$ cat config.mk
export PLATFORM = sky130hd
export DESIGN_NAME = mwd_motion_wake
export DESIGN_NICKNAME = d
export VERILOG_FILES = /design/src/mwd_motion_wake.v
export VERILOG_INCLUDE_DIRS = /design/src
export SDC_FILE = /design/constraint.sdc
export NUM_CORES = 1
export LEC_CHECK = 0
export BUFFER_PORTS_ARGS = -buffer_cell sky130_fd_sc_hd__buf_4
export CAP_MARGIN = 20
export CORE_MARGIN = 8
export CORE_UTILIZATION = 40
export DETAILED_ROUTE_END_ITERATION = 8
export PLACE_DENSITY_LB_ADDON = 0.05
export SYNTH_ARGS = -nofsm -noshare
export SYNTH_HDL_FRONTEND = slang
export SYNTH_SLANG_ARGS = --single-unit
$ cat constraint.sdc
create_clock -name ref_clk_in -period 5.75 [get_ports ref_clk_in]
set_input_delay 0.8625 -clock ref_clk_in [delete_from_list [all_inputs] [get_ports ref_clk_in]]
set_output_delay 0.8625 -clock ref_clk_in [all_outputs]
set_load 0.02 [all_outputs]
$ cat src/mwd_defines.vh
// Register map, field positions and reset values of the motion-wake detector
`ifndef MWD_DEFINES_VH
`define MWD_DEFINES_VH

`define MWD_ADDR_HIDDEN_DATA 8'h13
`define MWD_ADDR_CONFIG 8'h14
`define MWD_CONFIG_RESET 8'h00
`define MWD_HIDDEN_RESET 6'h00
`define MWD_MODES_RESET 2'h0

`define MWD_PTR_LSB 0
`define MWD_PTR_MSB 2
`define MWD_CNTEN_BIT 3
`define MWD_SLICE_LSB 4
`define MWD_SLICE_MSB 6
`define MWD_DETRST_BIT 7

`define MWD_DATA_LSB 0
`define MWD_DATA_MSB 5
`define MWD_COMBINE_BIT 6
`define MWD_DELTA_MODE_BIT 7

`define MWD_PTR_THR_BASE 3'h1
`define MWD_PTR_CNT_BASE 3'h5
`define MWD_SLICE_TOP 3'h5
`define MWD_DELTA_MAX 11'h7ff
`define MWD_SLICE_MAX 6'h3f
`define MWD_RUN_RESET 6'h00
`define MWD_RUN_MAX 6'h3f
`define MWD_WAKE_RESET 1'b0
`define MWD_RD_RESET 8'h00
`define MWD_RD_IDLE 8'h00

`define MWD_PTR_THR_X 3'h1
`define MWD_PTR_THR_Y 3'h2
`define MWD_PTR_THR_Z 3'h3
`define MWD_PTR_CNT_X 3'h5
`define MWD_PTR_CNT_Y 3'h6
`define MWD_PTR_CNT_Z 3'h7

`endif

$ cat src/mwd_motion_wake.v
// Motion-wake detector: configuration register, hidden threshold/count registers and detection logic
`timescale 1ns/1ps
`include "mwd_defines.vh"
// Notes on behaviour
// RULE1: Pointer picks threshold or count hidden register
// RULE2: Counter-enable bit gates all axis counters
// RULE3: No wakeup while counting disabled
// RULE4: Slice code picks six delta bits
// RULE5: Oversized delta clamps to full scale
// RULE6: Detector reset bit never self-clears
// RULE7: Reset bit high holds detector in reset
// RULE8: Host re-arms by pulsing detector reset
// RULE9: Human motion: threshold three recommended
// RULE10: Tap: threshold 28, slice zero recommended
// RULE11: Per-axis independent six-bit unsigned thresholds
// RULE12: Count register holds events minus one
// RULE13: Combine bit: any axis or all axes
// RULE14: Delta mode: previous sample or baseline
// RULE15: Detector reset clears counters, baseline, wake
module mwd_motion_wake #(
    parameter SAMPLE_W = 12
) (
    // Clock and reset
    input wire ref_clk_in,
    input wire reset_in,
    // Register port
    input wire [7:0] reg_addr_in,
    input wire reg_wr_en_in,
    input wire [7:0] reg_wr_data_in,
    output wire [7:0] reg_rd_data_out,
    // Samples, packed x in the low slice
    input wire sample_valid_in,
    input wire [3*SAMPLE_W-1:0] sample_in,
    // Wake event, held until the detector reset is applied
    output wire motion_wake_out
);

////////////////////////////////////////////////////////////////////////////////
// Configuration and mode registers

reg [7:0] config_q;
reg combine_all_q;
reg delta_baseline_q;
reg [7:0] rd_data_q;
reg wake_q;
wire wr_cfg = reg_wr_en_in && (reg_addr_in == `MWD_ADDR_CONFIG);
wire wr_hid = reg_wr_en_in && (reg_addr_in == `MWD_ADDR_HIDDEN_DATA);
wire [2:0] hidden_reg_pointer = config_q[`MWD_PTR_MSB:`MWD_PTR_LSB];
wire event_counter_enable = config_q[`MWD_CNTEN_BIT];
wire [2:0] slice_sel = config_q[`MWD_SLICE_MSB:`MWD_SLICE_LSB];
wire det_rst = config_q[`MWD_DETRST_BIT];

reg [7:0] config_d;
reg combine_all_d;
reg delta_baseline_d;
always @* begin
    config_d = config_q;
    combine_all_d = combine_all_q;
    delta_baseline_d = delta_baseline_q;
    // Only a host write changes the reset bit; nothing here clears it
    if (wr_cfg) begin
        config_d = reg_wr_data_in; // RULE6
    end
    if (wr_hid) begin
        combine_all_d = reg_wr_data_in[`MWD_COMBINE_BIT]; // RULE13
        delta_baseline_d = reg_wr_data_in[`MWD_DELTA_MODE_BIT]; // RULE14
    end
end

always @(posedge ref_clk_in or posedge reset_in) begin
    if (reset_in) begin
        config_q <= `MWD_CONFIG_RESET;
        {combine_all_q, delta_baseline_q} <= `MWD_MODES_RESET;
    end else begin
        config_q <= config_d;
        combine_all_q <= combine_all_d;
        delta_baseline_q <= delta_baseline_d;
    end
end

////////////////////////////////////////////////////////////////////////////////
// Per-axis hidden registers and detection

wire [2:0] axis_hit;
wire [17:0] thr_flat;
wire [17:0] cnt_flat;
wire [2:0] slice_shift = (slice_sel >= `MWD_SLICE_TOP) ? `MWD_SLICE_TOP : slice_sel; // RULE4

genvar a;
generate
    for (a = 0; a < 3; a = a + 1) begin : g_axis
        reg [5:0] thr_q;
        reg [5:0] need_q;
        reg [5:0] run_q;
        reg [SAMPLE_W-1:0] ref_q;
        reg have_ref_q;
        reg [5:0] run_d;
        localparam [31:0] THR_CODE = `MWD_PTR_THR_BASE + a;
        localparam [31:0] CNT_CODE = `MWD_PTR_CNT_BASE + a;
        wire [SAMPLE_W-1:0] cur = sample_in[a*SAMPLE_W +: SAMPLE_W];
        wire [SAMPLE_W:0] diff = {cur[SAMPLE_W-1], cur} - {ref_q[SAMPLE_W-1], ref_q};
        wire [SAMPLE_W:0] mag = diff[SAMPLE_W] ? (~diff + 1'b1) : diff;
        wire [10:0] delta = (mag > {{(SAMPLE_W-10){1'b0}}, `MWD_DELTA_MAX}) ? `MWD_DELTA_MAX : mag[10:0];
        wire [10:0] shifted = delta >> slice_shift;
        // Bits above the slice saturate it rather than wrap it
        wire [5:0] slice = (shifted > {5'h00, `MWD_SLICE_MAX}) ? `MWD_SLICE_MAX : shifted[5:0]; // RULE5
        wire qual = have_ref_q && (slice > thr_q); // RULE11
        wire step = sample_valid_in && event_counter_enable; // RULE2
        assign axis_hit[a] = step && qual && (run_q >= need_q); // RULE12
        assign thr_flat[a*6 +: 6] = thr_q;
        assign cnt_flat[a*6 +: 6] = need_q;

        always @(posedge ref_clk_in or posedge reset_in) begin
            if (reset_in) begin
                thr_q <= `MWD_HIDDEN_RESET;
                need_q <= `MWD_HIDDEN_RESET;
            end else if (wr_hid) begin
                if (hidden_reg_pointer == THR_CODE[2:0]) begin
                    thr_q <= reg_wr_data_in[`MWD_DATA_MSB:`MWD_DATA_LSB]; // RULE1
                end
                if (hidden_reg_pointer == CNT_CODE[2:0]) begin
                    need_q <= reg_wr_data_in[`MWD_DATA_MSB:`MWD_DATA_LSB]; // RULE1
                end
            end
        end

        // A sample that fails the threshold restarts the run, so counts are consecutive
        always @* begin
            run_d = run_q;
            if (det_rst) begin
                run_d = `MWD_RUN_RESET; // RULE15
            end else if (!event_counter_enable) begin
                run_d = `MWD_RUN_RESET; // RULE2
            end else if (step) begin
                if (!qual) begin
                    run_d = `MWD_RUN_RESET;
                end else if (run_q != `MWD_RUN_MAX) begin
                    run_d = run_q + 6'h01;
                end
            end
        end

        always @(posedge ref_clk_in or posedge reset_in) begin
            if (reset_in) begin
                run_q <= `MWD_RUN_RESET;
            end else begin
                run_q <= run_d;
            end
        end

        // Baseline mode keeps the first sample after re-arm as the reference
        always @(posedge ref_clk_in or posedge reset_in) begin
            if (reset_in) begin
                ref_q <= {SAMPLE_W{1'b0}};
                have_ref_q <= 1'b0;
            end else if (det_rst) begin
                ref_q <= {SAMPLE_W{1'b0}}; // RULE15
                have_ref_q <= 1'b0;
            end else if (sample_valid_in && (!delta_baseline_q || !have_ref_q)) begin
                ref_q <= cur; // RULE14
                have_ref_q <= 1'b1;
            end
        end
    end
endgenerate

////////////////////////////////////////////////////////////////////////////////
// Wake combine and read-back

wire wake_set = combine_all_q ? (&axis_hit) : (|axis_hit); // RULE13

// The reset bit is a level reset, so it wins over a hit in the same cycle
reg wake_d;
always @* begin
    wake_d = wake_q;
    if (det_rst) begin
        wake_d = `MWD_WAKE_RESET; // RULE7
    end else if (wake_set && event_counter_enable) begin
        wake_d = 1'b1; // RULE3
    end
end

always @(posedge ref_clk_in or posedge reset_in) begin
    if (reset_in) begin
        wake_q <= `MWD_WAKE_RESET;
    end else begin
        wake_q <= wake_d;
    end
end

reg [5:0] hid_rd;
always @* begin
    case (hidden_reg_pointer)
        `MWD_PTR_THR_X: hid_rd = thr_flat[5:0];
        `MWD_PTR_THR_Y: hid_rd = thr_flat[11:6];
        `MWD_PTR_THR_Z: hid_rd = thr_flat[17:12];
        `MWD_PTR_CNT_X: hid_rd = cnt_flat[5:0];
        `MWD_PTR_CNT_Y: hid_rd = cnt_flat[11:6];
        `MWD_PTR_CNT_Z: hid_rd = cnt_flat[17:12];
        default: hid_rd = 6'h00;
    endcase
end

reg [7:0] rd_data_d;
always @* begin
    case (reg_addr_in)
        `MWD_ADDR_CONFIG: rd_data_d = config_q;
        `MWD_ADDR_HIDDEN_DATA: rd_data_d = {delta_baseline_q, combine_all_q, hid_rd};
        default: rd_data_d = `MWD_RD_IDLE;
    endcase
end

// Read data is registered, so it follows the address one cycle late
always @(posedge ref_clk_in or posedge reset_in) begin
    if (reset_in) begin
        rd_data_q <= `MWD_RD_RESET;
    end else begin
        rd_data_q <= rd_data_d;
    end
end

assign reg_rd_data_out = rd_data_q;
assign motion_wake_out = wake_q;

endmodule // mwd_motion_wake

======== Word level (Yosys, flattened, before mapping) ========
Cells that the tools add are included.
word-level totals
  register bits after elaboration ......... 112
  input port bits ......................... 56
  output and inout bits ................... 9
operators by class
  add/subtract/negate cells ............... 9
  magnitude comparators ................... 13
  equality and inequality tests ........... 15
  shift operators ......................... 3
  mux-type cells .......................... 42
  bitwise operators ....................... 3
  reductions and logical operators ........ 38
operator list
  kind                   count
  $mux 6                 18
  $mux 12                6
  $add 13x1->13 const B  3
  $gt 13x11->1 const B   3
  $mux 13                3
  $not 13->13            3
  $sub 12x12->13         3
  $pmux 6 s6             1
  $gt 11x6->1 const B    3
  $mux 11                3
  $shr 11x3->11          3
  $add 6x1->6 const B    3
  $ge 6x6->1             3
  $gt 6x6->1             3
  $ne 6x6->1 const B     3
  $reduce_and 2->1       9
  $eq 8x5->1 const B     2
  $logic_and 1x1->1      16
  $pmux 8 s2             1
  $ne 4x3->1 const B     3
  $eq 3x3->1 const B     3
  $mux 1                 9
  $reduce_bool 2->1      4
  $eq 3x2->1 const B     2
  8 further kinds        13

======== Longest topological paths before layout ========
Gate-level depths: netlist of the first run.
  depth in word-level cells ............... 18
  mapped depth ............................ 26
  depth with buffers taken out ............ 25

======== Worst setup path after synthesis of the first run ========
No wires, ideal clock.
  path kind ............................... input-to-reg
  start ................................... in sample_in[0]
  end ..................................... reg g_axis[0].run_q[5]
  setup time .............................. 0.120 ns
  arrival time ............................ 5.650 ns
  path slack .............................. -0.021 ns
  stages .................................. 24
  cell sequence ........................... inv_1 -> ha_1 -> fa_1 -> nand2b_1 -> a21o_1 -> a311oi_2 -> o2111ai_1 -> o41ai_1 -> xnor2_1 -> nor3b_1 -> a311oi_1 -> a2111oi_4 -> o211ai_1 -> ha_1 -> a21o_1 -> a21oi_1 -> o21ai_0 -> o211a_1 -> and2_1 -> clkbuf_1 -> a31oi_1 -> nand2_1 -> xor2_1 -> nor2_1
between the ends
  word-level cells in the longest chain between the ends .. 15
  elaborated cells between the ends (all ways) .. 17
  those cells by class .................... add/sub: 2; order compare: 3; eq/ne: 1; shift: 1; mux: 7; bitwise: 1; reduce/logical: 2
RTL lines
  item                   RTL line               text
  from (decl)            mwd_motion_wake.v:33   input wire [3*SAMPLE_W-1:0] sample_in,
  $sub 12x12->13 (*)     mwd_motion_wake.v:101  wire [SAMPLE_W:0] diff = {cur[SAMPLE_W-1], cur} - {ref_q[SAMPLE_W-1], ref_q};
  $not 13->13            mwd_motion_wake.v:102  wire [SAMPLE_W:0] mag = diff[SAMPLE_W] ? (~diff + 1'b1) : diff;
  $add 13x1->13          mwd_motion_wake.v:102
  $mux 13 (*)            mwd_motion_wake.v:102
  $gt 13x11->1           mwd_motion_wake.v:103  wire [10:0] delta = (mag > {{(SAMPLE_W-10){1'b0}}, `MWD_DELTA_MAX}) ? `MWD_DELTA_MAX : mag[10:0];
  $mux 11 (*)            mwd_motion_wake.v:103
  $shr 11x3->11 (*)      mwd_motion_wake.v:104  wire [10:0] shifted = delta >> slice_shift;
  $gt 11x6->1            mwd_motion_wake.v:106  wire [5:0] slice = (shifted > {5'h00, `MWD_SLICE_MAX}) ? `MWD_SLICE_MAX : shifted[5:0];
  $mux 6 (*)             mwd_motion_wake.v:106
  $gt 6x6->1 (*)         mwd_motion_wake.v:107  wire qual = have_ref_q && (slice > thr_q);
  $logic_and 1x1->1 (*)  mwd_motion_wake.v:107
  $mux 6                 mwd_motion_wake.v:135  if (!qual) begin
  $mux 6                 mwd_motion_wake.v:134  end else if (step) begin
  $mux 6                 mwd_motion_wake.v:132  end else if (!event_counter_enable) begin
  $mux 6                 mwd_motion_wake.v:130  if (det_rst) begin
  to (signal assigned)   mwd_motion_wake.v:145  run_q <= `MWD_RUN_RESET;
  to (signal assigned)   mwd_motion_wake.v:147  run_q <= run_d;
  to (decl)              mwd_motion_wake.v:94   reg [5:0] run_q;
Every way passes the cells marked *; elsewhere a longest branch is shown, timed or not. The select of a mux whose other input is x is not followed.
A chain may end at the register's enable or synchronous reset.

======== Worst setup path in the final report of the first run ========
  start ................................... in sample_in[24]
  end ..................................... reg g_axis[2].run_q[5]
between the ends
  word-level cells in the longest chain between the ends .. 15
  elaborated cells between the ends (all ways) .. 17
  those cells by class .................... add/sub: 2; order compare: 3; eq/ne: 1; shift: 1; mux: 7; bitwise: 1; reduce/logical: 2
RTL lines
  item                   RTL line
  $sub 12x12->13 (*)     mwd_motion_wake.v:101
  $not 13->13            mwd_motion_wake.v:102
  $add 13x1->13          mwd_motion_wake.v:102
  $mux 13 (*)            mwd_motion_wake.v:102
  $gt 13x11->1           mwd_motion_wake.v:103
  $mux 11 (*)            mwd_motion_wake.v:103
  $shr 11x3->11 (*)      mwd_motion_wake.v:104
  $gt 11x6->1            mwd_motion_wake.v:106
  $mux 6 (*)             mwd_motion_wake.v:106
  $gt 6x6->1 (*)         mwd_motion_wake.v:107
  $logic_and 1x1->1 (*)  mwd_motion_wake.v:107
  $mux 6                 mwd_motion_wake.v:135
  $mux 6                 mwd_motion_wake.v:134
  $mux 6                 mwd_motion_wake.v:132
  $mux 6                 mwd_motion_wake.v:130
  to (signal assigned)   mwd_motion_wake.v:145
  to (signal assigned)   mwd_motion_wake.v:147
  to (decl)              mwd_motion_wake.v:94
Marked as above.

==> summary.md, run 1 <==
| Metric | Value |
|---|---|
| Status | finished clean |
| CTS Buffer Depth | 2 |
| Initial core utilization | 40.8% |
| Max Cap Viol | 0 |
| Final setup violation count | 0 |
| Sequential share of power | 28.5% |
| FMAX | 180 MHz |
| Slew HR | 38.1% |
| Slew @ Worst Pin | 0.928 ns |
| Post-synth EDFFs | 0 |
| Syn. warnings | 0 |
| Power Total | 3000 uW |
| Drt first pass iters | 5 |
| Period utilization | 96.4% |
| CTS buffer count | 9 |
| Grt ovf | 0 |
| Skew final | 0.0203 ns |
| Syn Nets | 1367 |
| Synthesized flop and latch total | 112 |
| Die width | 174 microns |
| Setup WS post-layout | 0.209 ns |
| Synthesis-to-layout area growth | 25.1% |
| Post-route DRC violation count | 0 |
| Period minus WS final | 5.54 ns |
| Layout filler cell count | 2423 |
| Static Leak | 0.00567 uW |
| Register area | 2800 sq um |
| Critical path type | input port to flop |
| Clock Pin Slew Worst Setup and Hold Paths | 0.09 ns |
| Fin. Hold Viols | 0 |
| CTS tree | done |
| Vias/cell | 5.32 |
| Reg2reg setup slack | 0.44 ns |
| Hold Crit Class | flop to flop |
| Worst setup EP type | flop |
| Routed wire length | 27300 microns |
| PwrDens | 241 nW/um^2 |
| GRT Util Overall | 18.0% |
| Final HPWL DP | 20800 microns |
| Top Ports | 65 |
| Switch share | 39.1% |
| Buffers added on ports | 64 |
| Vias in the first global route | 9120 |
| Slowest CP cell | or4_1 |
| Multi-input logic area | 6860 sq um |
| Combinational Power Share | 48.4% |
| FFs w/ async S/R, synth | 100% |
| Slew Limit Fails | 0 |
| Pre-CTS WS | -0.224 ns |
| CP Cell Sequence | buf_4 -> inv_1 -> ha_1 -> fa_1 -> nand2b_4 -> a21oi_4 -> xor2_2 -> or3_4 -> nor4_4 -> mux2_1 -> o221ai_1 -> or4_1 -> a211o_1 -> ha_1 -> nand3_1 -> a21oi_1 -> a211oi_1 -> nor2_1 -> and2_1 -> a31oi_2 -> nand4_1 -> or3_1 -> a21oi_1 |
| Synth Flop Type | dfrtp_1 |
| Drt wl/cell | 15.7 microns |
| Internal | 1830 uW |
| FP Rows | 57 |
| Remaining antenna violation count | 0 |
| Antenna Cells | 0 |
| Crit path arrival time | 5.84 ns |
| Share of cells above drive strength 1 | 24.3% |
| Initial drt markers | 397 |
| GP Congestion | 0.830 |
| Clk_lat worst skew | 0.38 ns |
| Post-Syn Area | 9940 sq um |
| Nets | 1553 |
| First-pass GRT wire length | 45600 microns |
| Cells after Synth | 1230 |
| Die area | 30200 sq um |
| Seq/Total Area, Yosys | 28.2% |
| Worst VDD drop | 0.134 mV |
| Worst endpoint required time | 6.04 ns |
| Die Span Y | 174 microns |
| Initial antenna violation count | 0 |
| Clock Power Share | 23.2% |
| CTS H-tree depth | 3 |
| Post-synth cell types | 86 |
| CP startpoint kind | input port |
| Max incr delay on CP | 0.54 ns |
| Clock Sinks | 112 |
| Vias | 9289 |
| NetSw | 1170 uW |
| Clk root buf | clkbuf_16 |
| Core area | 24400 sq um |
| RSZ-0062 raised after global routing | yes |
| Largest net degree at the start of global routing | 69 |
| CP Max Fanout | 6 |
| Syn avg cell area | 8.08 sq um |
[worst max-delay path, delay by kind of cell]
kind | cells | cell delay [ns]
and+or+nand+nor | 9 | 2.43
xor gates and xnor gates | 1 | 0.13
buffers and inverters | 2 | 0.12
adders and majority gates | 3 | 0.88
AOI/OAI and AO/OA | 7 | 1.18
muxes | 1 | 0.23
[synth_stat cells, types with 4 or more instances]
| cell | instances | area [sq um] |
|---|---|---|
| nand2_1 | 183 | 687 |
| dfrtp_1 | 112 | 2800 |
| o21ai_0 | 109 | 546 |
| inv_1 | 91 | 342 |
| nor2_1 | 84 | 315 |
| ha_1 | 78 | 976 |
| a21oi_1 | 50 | 250 |
| clkbuf_1 | 46 | 173 |
| mux2_2 | 39 | 439 |
| nand3_1 | 39 | 195 |
| mux2i_1 | 29 | 290 |
| xor2_1 | 29 | 254 |
| nor2b_1 | 25 | 156 |
| o211ai_1 | 24 | 180 |
| a21o_1 | 22 | 165 |
| nor3_1 | 20 | 100 |
| a211oi_1 | 18 | 135 |
| xnor2_1 | 18 | 158 |
| nand2b_1 | 15 | 93.8 |
| o31ai_1 | 13 | 97.6 |
| or3_1 | 11 | 68.8 |
| nand4_1 | 10 | 62.6 |
| a31oi_1 | 9 | 56.3 |
| and2_1 | 9 | 56.3 |
| a211o_1 | 8 | 70.1 |
| a22oi_1 | 7 | 52.6 |
| o21a_1 | 7 | 52.6 |
| a41oi_1 | 6 | 52.6 |
| o22ai_1 | 6 | 37.5 |
| nor3b_1 | 5 | 37.5 |
| o32ai_1 | 5 | 43.8 |
| a2bb2oi_1 | 4 | 35.0 |
| a311oi_1 | 4 | 35.0 |
| buf_1 | 4 | 15.0 |
| o2111ai_1 | 4 | 35.0 |
| o22a_1 | 4 | 35.0 |
[final timing paths]
check	from	to	cells after the start
max	sample_in[24]	g_axis[2].run_q[5]	23
min	g_axis[0].ref_q[11]	g_axis[0].ref_q[11]	2
max reg2reg	g_axis[2].ref_q[0]	g_axis[2].run_q[5]	21
min reg2reg	g_axis[0].ref_q[11]	g_axis[0].ref_q[11]	2
max in group asynchronous	reset_in	reg_rd_data_out[4]	3
min in group asynchronous	reset_in	g_axis[0].ref_q[4]	2
[layer usage]
| metal | part of all wire, % | vias up | global-route usage [%] | wire [microns] |
|---|---|---|---|---|
| met5 | 0 | - | 0 | 0 |
| met4 | 0.95 | 0 | 3.60 | 259 |
| met3 | 2.3 | 22 | 2.40 | 626 |
| met2 | 48 | 101 | 31.0 | 13100 |
| met1 | 49 | 4372 | 23.6 | 13400 |
| li1 | - | 4794 | - | - |
[power groups by stage]
stage / Combinational [uW] / Clock (uW) / Sequential, uW
floorplan: 851 / 0 / 861
global placement: 1370 / 0 / 869
global route: 1610 / 751 / 860
detailed placement: 1370 / 0 / 869
finish: 1450 / 694 / 853
CTS: 1380 / 721 / 854
[kinds of logic after synthesis]
kind of cell             count (synthesis)  share of synthesized area [%]
multiplexers                            70                           7.68
buffers and inverters                  143                           5.42
flip-flops                             112                           28.2
AO/OA/AOI/OAI                          347                           23.9
adder cells (fa/ha/maj)                 81                           10.4
XOR/XNOR                                47                           4.14
AND/OR/NAND/NOR                        430                           20.3
[what timing repair did]
| item | CTS | global route |
|---|---|---|
| buffers inserted | 0 | 5 |
| hold buffers | 0 | 0 |
| resized for setup | 0 | 44 |
| setup endpoints to repair | 0 | 16 |
[state kept, by name (all words and copies together), names as in the netlist]
| signal | flops |
|---|---|
| motion_wake_out | 1 |
| config_q | 8 |
| g_axis.have_ref_q | 3 |
| reg_rd_data_out | 8 |
| g_axis.need_q | 18 |
| combine_all_q | 1 |
| g_axis.run_q | 18 |
| g_axis.ref_q | 36 |
| delta_baseline_q | 1 |
| g_axis.thr_q | 18 |
[placed cells by master, fill, tap and decap left out, drive strengths merged, types with 5 or more instances in the layout]
cell      n
nand2   183
mux2     40
a41oi     6
xnor2    18
o21a      7
a211o     9
o211ai   24
nand4    10
buf     226
o32ai     6
a22oi     8
nor3     21
o21ai   113
dfrtp   112
nand2b   15
a21o     22
clkbuf   10
or3      13
xor2     29
inv      95
a211oi   19
nor2b    25
and2      9
or2       7
ha       78
a311oi    5
nand3    39
a21oi    51
o22ai     7
nor2     84
o31ai    13
mux2i    29
a31oi     9
nor3b     5
[through the flow]
step                      cells  instance area [sq um]  hold WS, ns  TNS [ns]  utilization (%)
final                      1745                  12400        0.483         0             51.0
after floorplan            1230                   9950        0.450         0                -
after global routing       1745                  12400        0.511    -0.144             51.0
after CTS                  1737                  12100        0.493         0             49.7
after global placement     1721                  11800        0.463    -0.676             48.4
after detailed placement   1721                  11800        0.471     -1.42             48.4
[cell type report]
cell class | count | share of cell area (%)
clock inverter | 7 | 0.754
clock buffer | 9 | 1.81
sequential | 112 | 22.5
inverter | 91 | 2.77
multi-input combinational | 975 | 55.1
timing repair buffer | 227 | 13.7
tap | 324 | 3.26
No activity file was read; power rests on OpenSTA's default activity.
==> run 2: changes to the inputs <==
--- a/config.mk
+++ b/config.mk
@@ -6,6 +6,7 @@
 export SDC_FILE = /design/constraint.sdc
 export NUM_CORES = 1
 export LEC_CHECK = 0
+export ABC_AREA = 1
 export BUFFER_PORTS_ARGS = -buffer_cell sky130_fd_sc_hd__buf_4
 export CAP_MARGIN = 20
 export CORE_MARGIN = 8
==> summary.md, run 2 <==
| Metric | Value |
|---|---|
| CP startpoint kind | input port |
| Buffers added on ports | 64 (unchanged) |
| Postcts setup bufs | 0 (unchanged) |
| Hold endpoint | g_axis[0].need_q[3] |
| CTS H-tree depth | 3 (unchanged) |
| CTS tree | done |
| Most common cell after layout, fill and taps aside | nand2_1 |
| Vias | 9332 (+0.46%) |
| RSZ-0062 raised after global routing | no |
| Max Cap Viol | 0 (unchanged) |
| Slew @ Worst Pin | 1.04 ns (+0.109 ns) |
| Drt wl/cell | 13.9 microns (-11%) |
| Synthesized flop and latch total | 112 (unchanged) |
| Grt ovf | 0 (unchanged) |
| CTS Buffer Depth | 2 (unchanged) |
| Multi-input logic area | 5970 sq um (-13%) |
| Synth Flop Type | dfrtp_1 |
| Setup TNS | 0 ns (unchanged) |
| Post-Syn Area | 9820 sq um (-1.2%) |
| Worst endpoint required time | 6.00 ns (-0.04 ns) |
| Static Leak | 0.00536 uW (-5.6%) |
| Reg-to-reg critical path startpoint | g_axis[1].ref_q[0] |
| Met2 Wirelength | 12300 microns (-6.0%) |
| Worst Hold Launch | g_axis[0].need_q[3] |
| GP Congestion | 0.850 (+2.4%) |
| Slowest CP cell | fa_1 |
| Initial antenna violation count | 0 (unchanged) |
| Drt first pass iters | 5 (unchanged) |
| Reg2reg setup slack | 0.85 ns (+0.41 ns) |
| Commonest cells post-synth | nand2_1 (424), inv_1 (230), nand3_1 (154), o21ai_0 (137), dfrtp_1 (112) |
| RR Endpoint | g_axis[1].run_q[4] |
| FMAX | 194 MHz (+7.4%) |
| CTS buffer count | 9 (unchanged) |
| Register area | 2800 sq um (unchanged) |
| Routed wire length | 26100 microns (-4.7%) |
| Clk root buf | clkbuf_16 |
| Post-synth cell types | 46 (-47%) |
| Cells after Synth | 1497 (+22%) |
| Post-route DRC violation count | 0 (unchanged) |
| Initial core utilization | 40.5% (-0.26 points) |
| Die area | 29800 sq um (-1.1%) |
| Max incr delay on CP | 0.40 ns (-0.14 ns) |
| Status | finished clean |
| CP Max Fanout | 17 (+11) |
| FFs w/ async S/R, synth | 100% (unchanged) |
| Period minus WS final | 5.16 ns (-0.382 ns) |
| Worst R2R Path Depth | 33 (+57%) |
| Fin. Hold Viols | 0 (unchanged) |
| Crit path arrival time | 5.41 ns (-0.43 ns) |
| Syn. warnings | 0 (unchanged) |
| Layout filler cell count | 2664 (+9.9%) |
| Uppermost routed layer | met4 |
| Post-Route M1 WL | 12500 microns (-6.2%) |
| Synth area leader | dfrtp_1 |
| Hold Crit Class | flop to flop |
| First-pass GRT wire length | 44900 microns (-1.6%) |
| Skew final | 0.00888 ns (-0.0115 ns) |
| Synthesis-to-layout area growth | 11.2% |
| Met3 routed WL | 834 microns (+33%) |
| Period utilization | 89.7% (-6.6 points) |
| Syn Nets | 1634 (+20%) |
| Clock Sinks | 112 (unchanged) |
| Nets | 1682 (+8.3%) |
| Die width | 173 microns (-0.55%) |
| Commonest cells after routing, fill and taps aside | nand2_1 (423), inv_1 (229), nand3_1 (154) |
| FP Rows | 57 (unchanged) |
| Seq/Total Area, Yosys | 28.5% (+0.34 points) |
| Vias in the first global route | 9201 (+0.89%) |
| Syn avg cell area | 6.56 sq um (-19%) |
| Final HPWL DP | 20600 microns (-0.87%) |
| Post-synth EDFFs | 0 (unchanged) |
| PwrDens | 197 nW/um^2 (-18%) |
| Worst Setup SP | sample_in[12] |
| Number of flip-flops under the largest register name | 36 (unchanged) |
| Clock Pin Slew Worst Setup and Hold Paths | 0.08 ns (about the same) |
| Share of cells above drive strength 1 | 8.52% (-16 points) |
| Clk_lat worst skew | 0.36 ns (-0.02 ns) |
| GRT Util Overall | 17.7% (-0.24 points) |
| Setup WS post-layout | 0.590 ns (+0.382 ns) |
| Top Ports | 65 (unchanged) |
| Worst VDD drop | 0.137 mV (+2.3%) |
| Critical path type | input port to flop |
| Top post-synthesis cells by area | dfrtp_1 (29%), nand2_1 (16%), ha_1 (9.9%), inv_1 (8.8%), nand3_1 (7.8%) |
| Die Span Y | 173 microns (-0.55%) |
| Slew Limit Fails | 0 (unchanged) |
| Top reg by flops | g_axis.ref_q |
| Largest net degree at the start of global routing | 62 (-10%) |
| Slew HR | 30.6% (-7.5 points) |
| Antenna Cells | 0 (unchanged) |
| Most numerous cell in the Yosys netlist | nand2_1 |
| Hold Buf Count CTS | 0 (unchanged) |
| Area share of the largest cell type after synthesis | 28.5% (+0.34 points) |
| Worst Hold Depth | 2 (unchanged) |
| Core area | 24200 sq um (-0.58%) |
| Pre-CTS WS | 0.0272 ns (+0.251 ns) |
| Vias/cell | 4.98 (-6.5%) |
| Initial drt markers | 528 (+33%) |
| Remaining antenna violation count | 0 (unchanged) |
| Critical path's most frequent cell | nand2_1 |
| Worst setup EP type | flop |
| Post-CTS sizing | 0 (unchanged) |
| Final setup violation count | 0 (unchanged) |
[run 2: metrics by stage]
step           util [%]  total power (uW)  instance area (sq um)  cells  hold WS [ns]
5_1_grt            45.0              2310                  10900   1874         0.525
3_3_place_gp       43.7              1490                  10600   1858         0.465
6_report           45.0              2160                  10900   1874         0.491
4_1_cts            44.9              2190                  10900   1874         0.493
3_5_place_dp       43.7              1500                  10600   1858         0.473
2_1_floorplan         -              1340                   9820   1497         0.453
[run 2: per-layer routing]
metal / track usage [%] / up-vias
li1: - / 4968
met1: 22.9 / 4213
met2: 31.0 / 126
met3: 2.42 / 25
met4: 3.95 / 0
met5: 0 / -
[run 2: area by class of cell]
cell class / count / area share, %
clock inverters: 7 / 0.722
multi-input cells: 1114 / 54.7
repair buffers: 73 / 5.02
clock buffers: 9 / 2.06
well taps: 324 / 3.71
inverters: 235 / 8.10
flip-flops and latches: 112 / 25.7
[run 2: cell families (layout without fill, tap and decap cells)]
logic type	after synthesis	count (layout)	share of synthesized area, %
multiplexers	1	1	0.102
AO/OA/AOI/OAI	249	249	14.2
XOR/XNOR	28	28	2.57
AND/OR/NAND/NOR	755	755	33.2
flip-flops	112	112	28.5
adder cells (fa/ha/maj)	81	81	10.5
buffers and inverters	271	324	10.9
[run 2: worst max path at each step]
stage | cells after the start | to | slack, ns
after floorplan | 35 | g_axis[1].run_q[4] | 0.86
after global placement | 36 | g_axis[2].run_q[3] | 0.05
after detailed placement | 32 | g_axis[1].run_q[4] | 0.03
after CTS | 32 | g_axis[1].run_q[4] | 0.41
after global routing | 36 | g_axis[1].run_q[3] | 0.01
final | 35 | g_axis[1].run_q[4] | 0.59
[run 2: worst max-delay path: cells and delay by family]
family                   cells  cell delay (ns)
AO/OA/AOI/OAI                5             0.87
AND/OR/NAND/NOR             24             2.56
adder cells (fa/ha/maj)      3             0.93
buffers and inverters        3             0.17
[run 2: power breakdown]
part,switching [uW],internal [uW]
combinational,425,234
sequential,11.6,809
clock,332,346
total,768,1390
